--- src/shared/dial_seq_pkg.sv ---
// package: register map, field layout and timing for the dial sequencer
//==============================================================================
// Summary of operation
// - busy flag high from dial start to finish
// - pulse cadence on hook pin, mirrored in status
// - pulse dialing ignores timed select, always timed
// - manual handshake stops own handshake signals
// - three-bit field selects the transmitted signal
// - detector bits follow remote handshake signals
// - force bit makes receiver use 16-way decisions
// - received data held at mark until ready
// - carrier flag set once connection is ready
// - carrier flag cleared on dropout, retrain, hangup
package dial_seq_pkg;

	//==========================================================================
	// register byte offsets
	localparam logic [5:0] OFS_MODE_CONFIG   = 6'h00;
	localparam logic [5:0] OFS_TONE_STATUS   = 6'h04;
	localparam logic [5:0] OFS_HOST_CONTROL  = 6'h08;
	localparam logic [5:0] OFS_HOST_STATUS   = 6'h0c;
	localparam logic [5:0] OFS_MODEM_STATUS  = 6'h10;
	localparam logic [5:0] OFS_TRAINING_CTL  = 6'h14;
	localparam logic [5:0] OFS_MAKE_COUNT    = 6'h18;
	localparam logic [5:0] OFS_BREAK_COUNT   = 6'h1c;
	localparam logic [5:0] OFS_PAUSE_COUNT   = 6'h20;
	localparam logic [5:0] OFS_HIGH_LEVEL    = 6'h24;
	localparam logic [5:0] OFS_LOW_LEVEL     = 6'h28;

	//==========================================================================
	// field positions
	localparam int MODE_LSB         = 0;
	localparam int MODE_MSB         = 6;
	localparam int MANUAL_HS_BIT    = 10;
	localparam int DIGIT_LSB        = 0;
	localparam int DIGIT_MSB        = 3;
	localparam int TIMED_DIAL_BIT   = 4;
	localparam int TONE_DIAL_BIT    = 7;
	localparam int HOOK_REQ_BIT     = 0;
	localparam int RTS_BIT          = 3;
	localparam int CARRIER_BIT      = 1;
	localparam int RETRAIN_BIT      = 2;
	localparam int BUSY_BIT         = 4;
	localparam int LINE_SEIZED_BIT  = 2;
	localparam int TX_SEL_LSB       = 0;
	localparam int TX_SEL_MSB       = 2;
	localparam int FORCE16_BIT      = 3;
	localparam int USB1_SEEN_BIT    = 5;
	localparam int S1_SEEN_BIT      = 6;
	localparam int SB1_SEEN_BIT     = 7;

	//==========================================================================
	// reset values, writable masks and codes
	localparam logic [15:0] TONE_STATUS_RESET = 16'h0080;
	localparam logic [7:0]  HOST_CTL_MASK     = 8'h09;
	localparam logic [7:0]  TRAIN_CTL_MASK    = 8'h0f;
	localparam logic [6:0]  MODE_STANDBY      = 7'h00;
	localparam logic [6:0]  MODE_DIAL         = 7'h03;
	localparam logic [6:0]  MODE_CONNECT      = 7'h08;
	localparam logic [6:0]  MODE_CONNECT_MAN  = 7'h09;
	localparam logic [2:0]  SIG_SILENCE       = 3'h0;
	localparam logic [3:0]  PULSE_ZERO_DIGIT  = 4'h0;
	localparam logic [3:0]  PULSE_MAX_DIGIT   = 4'h9;
	localparam logic [3:0]  PULSES_FOR_ZERO   = 4'ha;

	//==========================================================================
	// synchronised pin bits
	localparam int SYNC_WIDTH    = 8;
	localparam int SYNC_USB1     = 0;
	localparam int SYNC_S1       = 1;
	localparam int SYNC_SB1      = 2;
	localparam int SYNC_LINK     = 3;
	localparam int SYNC_LOSS     = 4;
	localparam int SYNC_RETRAIN  = 5;
	localparam int SYNC_HANGUP   = 6;
	localparam int SYNC_RXD      = 7;

	//==========================================================================
	// timing: dial counts are in sample periods
	localparam int CLK_HZ         = 50_000_000;
	localparam int SAMPLE_HZ      = 9600;
	localparam int TICK_DIV_CYCLES = CLK_HZ / SAMPLE_HZ;

	typedef enum logic [2:0] {
		DIAL_IDLE     = 3'h0,
		DIAL_TONE_ON  = 3'h1,
		DIAL_TONE_GAP = 3'h3,
		DIAL_BREAK    = 3'h2,
		DIAL_MAKE     = 3'h6,
		DIAL_PAUSE    = 3'h7
	} dial_state_type;

endpackage

--- src/rtl/dial_and_handshake_sequencer.sv ---
// module: dial cadence, handshake select and carrier status with Avalon regs
`timescale 1ns/1ps
`default_nettype none
module dial_and_handshake_sequencer
	import dial_seq_pkg::*;
#(
	parameter int unsigned TICK_DIV = TICK_DIV_CYCLES
) (
	input  wire logic        CORE_CLK,
	input  wire logic        RST_B,
	input  wire logic [5:0]  AVS_ADDRESS,
	input  wire logic        AVS_READ,
	input  wire logic        AVS_WRITE,
	input  wire logic [31:0] AVS_WRITEDATA,
	input  wire logic [3:0]  AVS_BYTEENABLE,
	output logic      [31:0] AVS_READDATA,
	output logic             AVS_WAITREQUEST,
	input  wire logic        REMOTE_USB1_IN,
	input  wire logic        REMOTE_S1_IN,
	input  wire logic        REMOTE_SB1_IN,
	input  wire logic        LINK_READY_IN,
	input  wire logic        CARRIER_LOSS_IN,
	input  wire logic        RETRAIN_IN,
	input  wire logic        HANGUP_IN,
	input  wire logic        RX_DATA_IN,
	output logic             RX_DATA_OUT,
	output logic             LINE_SEIZE_PIN_B,
	output logic             DTMF_ENABLE,
	output logic      [3:0]  DTMF_DIGIT,
	output logic      [15:0] HIGH_TONE_LEVEL,
	output logic      [15:0] LOW_TONE_LEVEL,
	output logic      [2:0]  TX_SIGNAL_SEL,
	output logic             AUTO_HANDSHAKE,
	output logic             FORCE_16WAY
);

	//==========================================================================
	// state
	typedef struct packed {
		logic [15:0]    mode_cfg;
		logic [15:0]    tone_stat;
		logic [7:0]     host_ctl;
		logic [7:0]     train_ctl;
		logic [15:0]    make_cnt;
		logic [15:0]    break_cnt;
		logic [15:0]    pause_cnt;
		logic [15:0]    hi_lev;
		logic [15:0]    lo_lev;
		dial_state_type dial_st;
		logic [15:0]    timer;
		logic [3:0]     pulses;
		logic           rts_prev;
		logic           busy;
		logic           off_hook;
		logic           seize_b;
		logic           dtmf_on;
		logic [2:0]     tx_sel;
		logic           auto_hs;
		logic           carrier;
		logic           retrain;
		logic           rx_out;
		logic [31:0]    readdata;
		logic           waitreq;
	} seq_state_type;

	seq_state_type           s;
	seq_state_type           next_s;
	logic [SYNC_WIDTH-1:0]   pins_async;
	logic [SYNC_WIDTH-1:0]   pins;
	logic                    tick;

	//==========================================================================
	// helpers
	function automatic logic [31:0] merge_bytes(
		input logic [31:0] old_val,
		input logic [31:0] new_val,
		input logic [3:0]  be
	);
		logic [31:0] r;
		r = old_val;
		for (int i = 0; i < 4; i++) begin
			if (be[i]) begin
				r[i*8 +: 8] = new_val[i*8 +: 8];
			end
		end
		return r;
	endfunction

	function automatic logic is_connect_mode(input logic [15:0] cfg);
		return (cfg[MODE_MSB:MODE_LSB] == MODE_CONNECT) ||
			(cfg[MODE_MSB:MODE_LSB] == MODE_CONNECT_MAN);
	endfunction

	function automatic logic [3:0] pulse_count(input logic [3:0] digit);
		logic [3:0] n;
		n = 4'h0;
		if (digit == PULSE_ZERO_DIGIT) begin
			n = PULSES_FOR_ZERO;
		end else if (digit <= PULSE_MAX_DIGIT) begin
			n = digit;
		end
		return n;
	endfunction

	//==========================================================================
	// pins and sample-rate enable
	assign pins_async = {
		RX_DATA_IN,
		HANGUP_IN,
		RETRAIN_IN,
		CARRIER_LOSS_IN,
		LINK_READY_IN,
		REMOTE_SB1_IN,
		REMOTE_S1_IN,
		REMOTE_USB1_IN
	};

	pin_synchronizer #(
		.WIDTH (SYNC_WIDTH)
	) u_sync (
		.clk      (CORE_CLK),
		.rst_b    (RST_B),
		.async_in (pins_async),
		.sync_out (pins)
	);

	sample_tick #(
		.DIV (TICK_DIV)
	) u_tick (
		.clk   (CORE_CLK),
		.rst_b (RST_B),
		.tick  (tick)
	);

	//==========================================================================
	// next state
	always_comb begin
		logic        req;
		logic [31:0] rd;
		logic [31:0] wv;
		logic        in_dial;
		logic        pulse_mode;
		logic        timed;
		logic        rts;
		logic        rts_rise;
		logic        expire;
		logic        connect;
		logic        manual;
		logic [3:0]  npulse;
		req        = AVS_READ | AVS_WRITE;
		rd         = '0;
		wv         = '0;
		in_dial    = 1'b0;
		pulse_mode = 1'b0;
		timed      = 1'b0;
		rts        = 1'b0;
		rts_rise   = 1'b0;
		expire     = 1'b0;
		connect    = 1'b0;
		manual     = 1'b0;
		npulse     = '0;
		next_s     = s;

		// bus: answer one cycle after the request is seen
		case (AVS_ADDRESS)
			OFS_MODE_CONFIG: begin
				rd[15:0] = s.mode_cfg;
			end
			OFS_TONE_STATUS: begin
				rd[15:0] = s.tone_stat;
			end
			OFS_HOST_CONTROL: begin
				rd[7:0] = s.host_ctl;
			end
			OFS_HOST_STATUS: begin
				rd[CARRIER_BIT] = s.carrier;
				rd[RETRAIN_BIT] = s.retrain;
				rd[BUSY_BIT]    = s.busy;
			end
			OFS_MODEM_STATUS: begin
				rd[LINE_SEIZED_BIT] = s.off_hook;
			end
			OFS_TRAINING_CTL: begin
				rd[7:0]           = s.train_ctl;
				rd[USB1_SEEN_BIT] = pins[SYNC_USB1];
				rd[S1_SEEN_BIT]   = pins[SYNC_S1];
				rd[SB1_SEEN_BIT]  = pins[SYNC_SB1];
			end
			OFS_MAKE_COUNT: begin
				rd[15:0] = s.make_cnt;
			end
			OFS_BREAK_COUNT: begin
				rd[15:0] = s.break_cnt;
			end
			OFS_PAUSE_COUNT: begin
				rd[15:0] = s.pause_cnt;
			end
			OFS_HIGH_LEVEL: begin
				rd[15:0] = s.hi_lev;
			end
			OFS_LOW_LEVEL: begin
				rd[15:0] = s.lo_lev;
			end
			default: begin
				rd = '0;
			end
		endcase

		if (req && s.waitreq) begin
			next_s.waitreq = 1'b0;
			if (AVS_READ) begin
				next_s.readdata = rd;
			end
		end else if (req && !s.waitreq) begin
			next_s.waitreq = 1'b1;
			if (AVS_WRITE) begin
				// unmapped offsets and the host and modem status offsets ignore writes
				wv = merge_bytes(rd, AVS_WRITEDATA, AVS_BYTEENABLE);
				case (AVS_ADDRESS)
					OFS_MODE_CONFIG: begin
						next_s.mode_cfg = wv[15:0];
					end
					OFS_TONE_STATUS: begin
						next_s.tone_stat = wv[15:0];
					end
					OFS_HOST_CONTROL: begin
						next_s.host_ctl = wv[7:0] & HOST_CTL_MASK;
					end
					OFS_TRAINING_CTL: begin
						next_s.train_ctl = wv[7:0] & TRAIN_CTL_MASK;
					end
					OFS_MAKE_COUNT: begin
						next_s.make_cnt = wv[15:0];
					end
					OFS_BREAK_COUNT: begin
						next_s.break_cnt = wv[15:0];
					end
					OFS_PAUSE_COUNT: begin
						next_s.pause_cnt = wv[15:0];
					end
					OFS_HIGH_LEVEL: begin
						next_s.hi_lev = wv[15:0];
					end
					OFS_LOW_LEVEL: begin
						next_s.lo_lev = wv[15:0];
					end
					default: begin
						next_s.waitreq = 1'b1;
					end
				endcase
			end
		end

		// dial sequencing on the current register values
		in_dial    = s.mode_cfg[MODE_MSB:MODE_LSB] == MODE_DIAL;
		pulse_mode = !s.tone_stat[TONE_DIAL_BIT];
		timed      = pulse_mode | s.tone_stat[TIMED_DIAL_BIT];
		rts        = s.host_ctl[RTS_BIT];
		rts_rise   = rts & !s.rts_prev;
		npulse     = pulse_count(s.tone_stat[DIGIT_MSB:DIGIT_LSB]);
		next_s.rts_prev = rts;

		if (tick && s.dial_st != DIAL_IDLE) begin
			if (s.timer <= 16'h0001) begin
				expire = 1'b1;
			end else begin
				next_s.timer = s.timer - 16'h0001;
			end
		end

		case (s.dial_st)
			DIAL_IDLE: begin
				if (in_dial && timed && rts_rise) begin
					next_s.busy = 1'b1;
					if (!pulse_mode) begin
						next_s.dial_st = DIAL_TONE_ON;
						next_s.timer   = s.make_cnt;
					end else if (npulse == 4'h0) begin
						next_s.dial_st = DIAL_PAUSE;
						next_s.timer   = s.pause_cnt;
					end else begin
						next_s.dial_st = DIAL_BREAK;
						next_s.timer   = s.break_cnt;
						next_s.pulses  = npulse - 4'h1;
					end
				end
			end
			DIAL_TONE_ON: begin
				if (expire) begin
					next_s.dial_st = DIAL_TONE_GAP;
					next_s.timer   = s.break_cnt;
				end
			end
			DIAL_TONE_GAP: begin
				if (expire) begin
					next_s.dial_st = DIAL_IDLE;
					next_s.busy    = 1'b0;
				end
			end
			DIAL_BREAK: begin
				if (expire) begin
					next_s.dial_st = DIAL_MAKE;
					next_s.timer   = s.make_cnt;
				end
			end
			DIAL_MAKE: begin
				if (expire && s.pulses == 4'h0) begin
					next_s.dial_st = DIAL_PAUSE;
					next_s.timer   = s.pause_cnt;
				end else if (expire) begin
					next_s.dial_st = DIAL_BREAK;
					next_s.timer   = s.break_cnt;
					next_s.pulses  = s.pulses - 4'h1;
				end
			end
			DIAL_PAUSE: begin
				if (expire) begin
					next_s.dial_st = DIAL_IDLE;
					next_s.busy    = 1'b0;
				end
			end
			default: begin
				next_s.dial_st = DIAL_IDLE;
				next_s.busy    = 1'b0;
			end
		endcase

		// leaving dial mode abandons a digit in progress
		if (!in_dial) begin
			next_s.dial_st = DIAL_IDLE;
			next_s.busy    = 1'b0;
		end

		// hook: pulse cadence overrides the host hook request
		if (next_s.dial_st == DIAL_BREAK) begin
			next_s.off_hook = 1'b0;
		end else if (next_s.dial_st == DIAL_MAKE ||
			next_s.dial_st == DIAL_PAUSE) begin
			next_s.off_hook = 1'b1;
		end else begin
			next_s.off_hook = s.host_ctl[HOOK_REQ_BIT];
		end
		next_s.seize_b = !next_s.off_hook;

		// tone on for a timed digit, or while request to send is high in untimed tone dialing
		next_s.dtmf_on = (next_s.dial_st == DIAL_TONE_ON) ||
			(in_dial && !pulse_mode && !timed && rts);

		// handshake and connection status
		connect = is_connect_mode(s.mode_cfg);
		manual  = s.mode_cfg[MANUAL_HS_BIT];
		next_s.auto_hs = connect && !manual;
		next_s.tx_sel  = manual ?
			s.train_ctl[TX_SEL_MSB:TX_SEL_LSB] : SIG_SILENCE;
		next_s.carrier = connect && pins[SYNC_LINK] &&
			!pins[SYNC_LOSS] && !pins[SYNC_RETRAIN] &&
			!pins[SYNC_HANGUP];
		next_s.retrain = pins[SYNC_RETRAIN];
		// mark until the receiver is ready for remote data
		next_s.rx_out = (connect && pins[SYNC_LINK]) ?
			pins[SYNC_RXD] : 1'b1;
	end

	//==========================================================================
	// registers
	always_ff @(posedge CORE_CLK) begin
		if (!RST_B) begin
			s           <= '0;
			s.tone_stat <= TONE_STATUS_RESET;
			s.waitreq   <= 1'b1;
			s.seize_b   <= 1'b1;
			s.rx_out    <= 1'b1;
		end else begin
			s <= next_s;
		end
	end

	//==========================================================================
	// outputs straight from state
	assign AVS_READDATA     = s.readdata;
	assign AVS_WAITREQUEST  = s.waitreq;
	assign RX_DATA_OUT      = s.rx_out;
	assign LINE_SEIZE_PIN_B = s.seize_b;
	assign DTMF_ENABLE      = s.dtmf_on;
	assign DTMF_DIGIT       = s.tone_stat[DIGIT_MSB:DIGIT_LSB];
	assign HIGH_TONE_LEVEL  = s.hi_lev;
	assign LOW_TONE_LEVEL   = s.lo_lev;
	assign TX_SIGNAL_SEL    = s.tx_sel;
	assign AUTO_HANDSHAKE   = s.auto_hs;
	assign FORCE_16WAY      = s.train_ctl[FORCE16_BIT];

endmodule
`default_nettype wire

--- src/rtl/pin_synchronizer.sv ---
// module: two flip-flop synchroniser for a group of pin levels
`timescale 1ns/1ps
`default_nettype none
module pin_synchronizer #(
	parameter int WIDTH = 8
) (
	input  wire logic             clk,
	input  wire logic             rst_b,
	input  wire logic [WIDTH-1:0] async_in,
	output logic      [WIDTH-1:0] sync_out
);
	logic [1:0][WIDTH-1:0] stage;
	logic [1:0][WIDTH-1:0] next_stage;

	//==========================================================================
	// first stage feeds only the second
	always_comb begin
		next_stage[0] = async_in;
		next_stage[1] = stage[0];
	end

	always_ff @(posedge clk) begin
		if (!rst_b) begin
			stage <= '0;
		end else begin
			stage <= next_stage;
		end
	end

	assign sync_out = stage[1];
endmodule
`default_nettype wire

--- src/rtl/sample_tick.sv ---
// module: divider giving a one-cycle enable at the sample rate
`timescale 1ns/1ps
`default_nettype none
module sample_tick #(
	parameter int unsigned DIV = 5208
) (
	input  wire logic clk,
	input  wire logic rst_b,
	output logic      tick
);
	typedef struct packed {
		logic [15:0] count;
		logic        tick;
	} div_state_type;

	div_state_type s;
	div_state_type next_s;

	//==========================================================================
	// free running; dial timing may start mid period, a sample of slack
	always_comb begin
		next_s = s;
		next_s.tick = 1'b0;
		if (s.count >= 16'(DIV - 1)) begin
			next_s.count = '0;
			next_s.tick = 1'b1;
		end else begin
			next_s.count = s.count + 16'h0001;
		end
	end

	always_ff @(posedge clk) begin
		if (!rst_b) begin
			s <= '0;
		end else begin
			s <= next_s;
		end
	end

	assign tick = s.tick;
endmodule
`default_nettype wire

--- config.mk ---
export PLATFORM = sky130hd
export DESIGN_NAME = dial_and_handshake_sequencer
export DESIGN_NICKNAME = d
export VERILOG_FILES = /design/src/shared/dial_seq_pkg.sv /design/src/rtl/dial_and_handshake_sequencer.sv /design/src/rtl/pin_synchronizer.sv /design/src/rtl/sample_tick.sv
export SDC_FILE = /design/constraint.sdc
export NUM_CORES = 1
export LEC_CHECK = 0
export ABC_AREA = 1
export BUFFER_PORTS_ARGS = -buffer_cell sky130_fd_sc_hd__buf_2
export CORE_ASPECT_RATIO = 0.5
export CORE_MARGIN = 5
export CORE_UTILIZATION = 53
export CTS_BUF_LIST = sky130_fd_sc_hd__clkbuf_2
export CTS_CLUSTER_DIAMETER = 200
export DETAILED_ROUTE_END_ITERATION = 10
export GPL_TIMING_DRIVEN = 0
export PLACE_DENSITY = 0.81
export SLEW_MARGIN = 15
export SYNTH_ARGS = -nofsm -noshare
export SYNTH_HDL_FRONTEND = slang
export SYNTH_SLANG_ARGS = --single-unit
export TNS_END_PERCENT = 30
--- constraint.sdc ---
create_clock -name CORE_CLK -period 2.7 [get_ports CORE_CLK]
set_clock_uncertainty 0.15 [all_clocks]
set_input_delay 0.135 -clock CORE_CLK [delete_from_list [all_inputs] [get_ports CORE_CLK]]
set_output_delay 0.135 -clock CORE_CLK [all_outputs]
set_load 0.01 [all_outputs]
==> results.yml <==
timing:
  grt_setup_unrepaired: "no"
  hold_violations: 0
  slew_viol_final: 0
  hold_ws_ns: 0.00730
  fmax_mhz: 382
  worstMarginPinSlew_ns: 1.05
  fin_crit_ns: 2.62
  setup_viol: 0
  slew_headroom: 0.294
  tns_ns: 0
  post-route-period-util: 0.969
critical_path:
  regToRegStartpoint: "AVS_WAITREQUEST"
  critPathArrivalTime_ns: 3.29
  cp-end-kind: "register"
  reg2reg_depth: 8
  endpoint: "AVS_READDATA[2]"
  crit_type: "in -> reg"
  r2r_setup_slack_ns: 0.11
  r2r-end: "s[127]"
  worst_setup_path_start_kind: "input port"
  critPathLaunch: "AVS_ADDRESS[0]"
  worst_ep_required_time_ns: 3.37
  cp_max_fo: 6
global_routing:
  antenna_found_initial: 0
  grt_max_degree: 14
  overflow: 0
  grt_pass1_wl_um: 55100
  grt_pass1_vias: 10400
  grt.total_usage: 0.302
power:
  irDropWorstVdd_uv: 358
  p_leak_nw: 6.09
  p_total_w: 0.00546
  power.density_nw_per_um2: 436
die:
  ios: 131
  num_rows: 36
  die_x_um: 210
  dieArea_um2: 23200
  core_um2: 19600
  initial_core_util: 0.543
  die_h_um: 110
synth:
  ys_seq_area_frac: 0.382
  ys_ff_latch: 203
  ys.flop_type: "dfxtp_1"
  mappedNetlistArea_um2: 10600
  synthArstFlopShare: 0
  yosysUniqueCellTypes: 45
  netlist_top_cells_area: "dfxtp_1 (38%), nand2_1 (11%), o21ai_0 (6.7%)"
  yosys.area.top_type_share: 0.382
  postSynthAreaPerCell_um2: 6.88
  synth_edf_count: 0
  ys.warnings.count: 0
  synth_top_area_cell: "dfxtp_1"
  netlist_instances: 1547
final_layout:
  layout_common_cells: "nand2_1 (312), dfxtp_1 (200), inv_1 (174)"
  area_growth_pct: 17.6
  nets: 1828
  layout-drive-gt1-share: 0.187
  layout.cells.most_common: "nand2_1"
  utilization: 0.639
  diodes: 0
routing:
  drc: 0
  dr_total_vias: 11300
  drtPass1Iterations: 5
  drt-initial-drc-count: 1434
  ant_nets: 0
  viasPerCell: 5.49
  wire_per_inst_um: 17.2
  wirelength_um: 35600
clock_network:
  clk_latency_ns: 0.88
  cts_sinks: 203
  tritoncts: "yes"
  clk_path_buf_depth: 3
  cts_buffers: 46
  cts_root_buf: "clkbuf_2"
  cts_htree_levels: 2
  clk_pin_slew_ns: 0.11
worst_hold_path:
  hp-class: "in -> reg"
  hold_path_depth: 8
outcome:
  outcome: "finished clean"
placement:
  numPortBuffers: 95
  place.gp.congestion: 0.979
  hpwl_um: 25700
job:
  maxCapViolCount: 0
==> how the worst min path moves through the flow <==
stage,from,end,slack (ns)
floorplan,REMOTE_SB1_IN,u_sync.next_stage[10],0.08
global placement,CARRIER_LOSS_IN,u_sync.next_stage[12],0.17
detailed placement,REMOTE_USB1_IN,u_sync.next_stage[8],0.17
CTS,AVS_ADDRESS[4],AVS_READDATA[14],0.004
global route,AVS_WRITEDATA[11],s[191],0.05
finish,AVS_ADDRESS[1],AVS_READDATA[3],0.007
==> what timing repair did <==
item                                    in CTS  in global routing
resized for setup                            0                  7
hold endpoints to repair                   144                  4
setup buffers                                0                  1
endpoints found under the setup margin       0                 22
hold buffers                                59                  2
==> registers in the layout (all words and copies together) (netlist names) <==
name	count
u_tick.tick	1
FORCE_16WAY	1
TX_SIGNAL_SEL	3
AUTO_HANDSHAKE	1
DTMF_DIGIT	4
LINE_SEIZE_PIN_B	1
RX_DATA_OUT	1
AVS_WAITREQUEST	1
HIGH_TONE_LEVEL	16
next_s	1
u_sync.sync_out	8
s	108
DTMF_ENABLE	1
AVS_READDATA	16
LOW_TONE_LEVEL	16
u_sync.next_stage	8
u_tick.s	16
==> logic make-up after synthesis <==
family | share of synthesized area
adder cells (fa/ha/maj) | 0.00822
AND/OR/NAND/NOR | 0.258
flip-flops | 0.382
other | 0.000352
buffers and inverters | 0.149
AO/OA/AOI/OAI | 0.194
XOR/XNOR | 0.00823
==> worst max-delay path, cell delays in order <==
cell and delay [ns]:
dlygate4sd3_1 0.53, buf_2 0.14, inv_1 0.05, nand2_1 0.06
nor2_2 0.20, nand2_1 0.25, inv_2 0.18, nand2_1 0.08
o21ai_0 0.11, nor2_1 0.07, nand3_1 0.14, nor2_1 0.06
dlygate4sd3_1 0.56, nor2_1 0.13, dlygate4sd3_1 0.59
==> power breakdown <==
group / internal, W / switching [W] / leakage [nW]
Sequential: 0.00303 / 0.0000211 / 1.64
Clock: 0.000652 / 0.00131 / 0.299
Combinational: 0.000178 / 0.000267 / 4.15
Total: 0.00386 / 0.00159 / 6.09
==> Yosys cell counts, types with 16 or more instances <==
library cell and count:
nand2_1 312, dfxtp_1 203, inv_1 174, o21ai_0 143
a21oi_1 133, nand3_1 113, nor2_1 105, buf_4 73
clkbuf_1 42, o21ai_1 31, inv_2 22, o21ai_2 21
o211ai_1 20, buf_2 17, o22ai_1 17, nand3b_1 16
==> metal layers <==
layer / wire length (µm) / vias up / GRT usage / part of all wire
met5: 0 / - / 0 / 0
met4: 1240 / 0 / 0.126 / 0.035
met3: 5060 / 101 / 0.111 / 0.14
met2: 14300 / 761 / 0.446 / 0.40
met1: 14900 / 5045 / 0.402 / 0.42
li1: - / 5425 / - / -
==> stage by stage <==
stage	cells	setup slack, ns	cell area [µm²]
floorplan	1565	0.678	10700
global placement	1926	0.115	11500
detailed placement	1926	0.101	11500
CTS	2064	0.0211	12500
global route	2064	0.0340	12500
finish	2064	0.0833	12500
==> final cells by class <==
type	count	area, µm²
buffer	140	846
clock buffer	65	325
clock inverter	14	63.8
fill	1761	7080
inverter	196	736
multi-input combinational	1025	5070
sequential	203	4070
tap	266	333
timing repair buffer	155	1080
(Power assumes the default switching activity.)
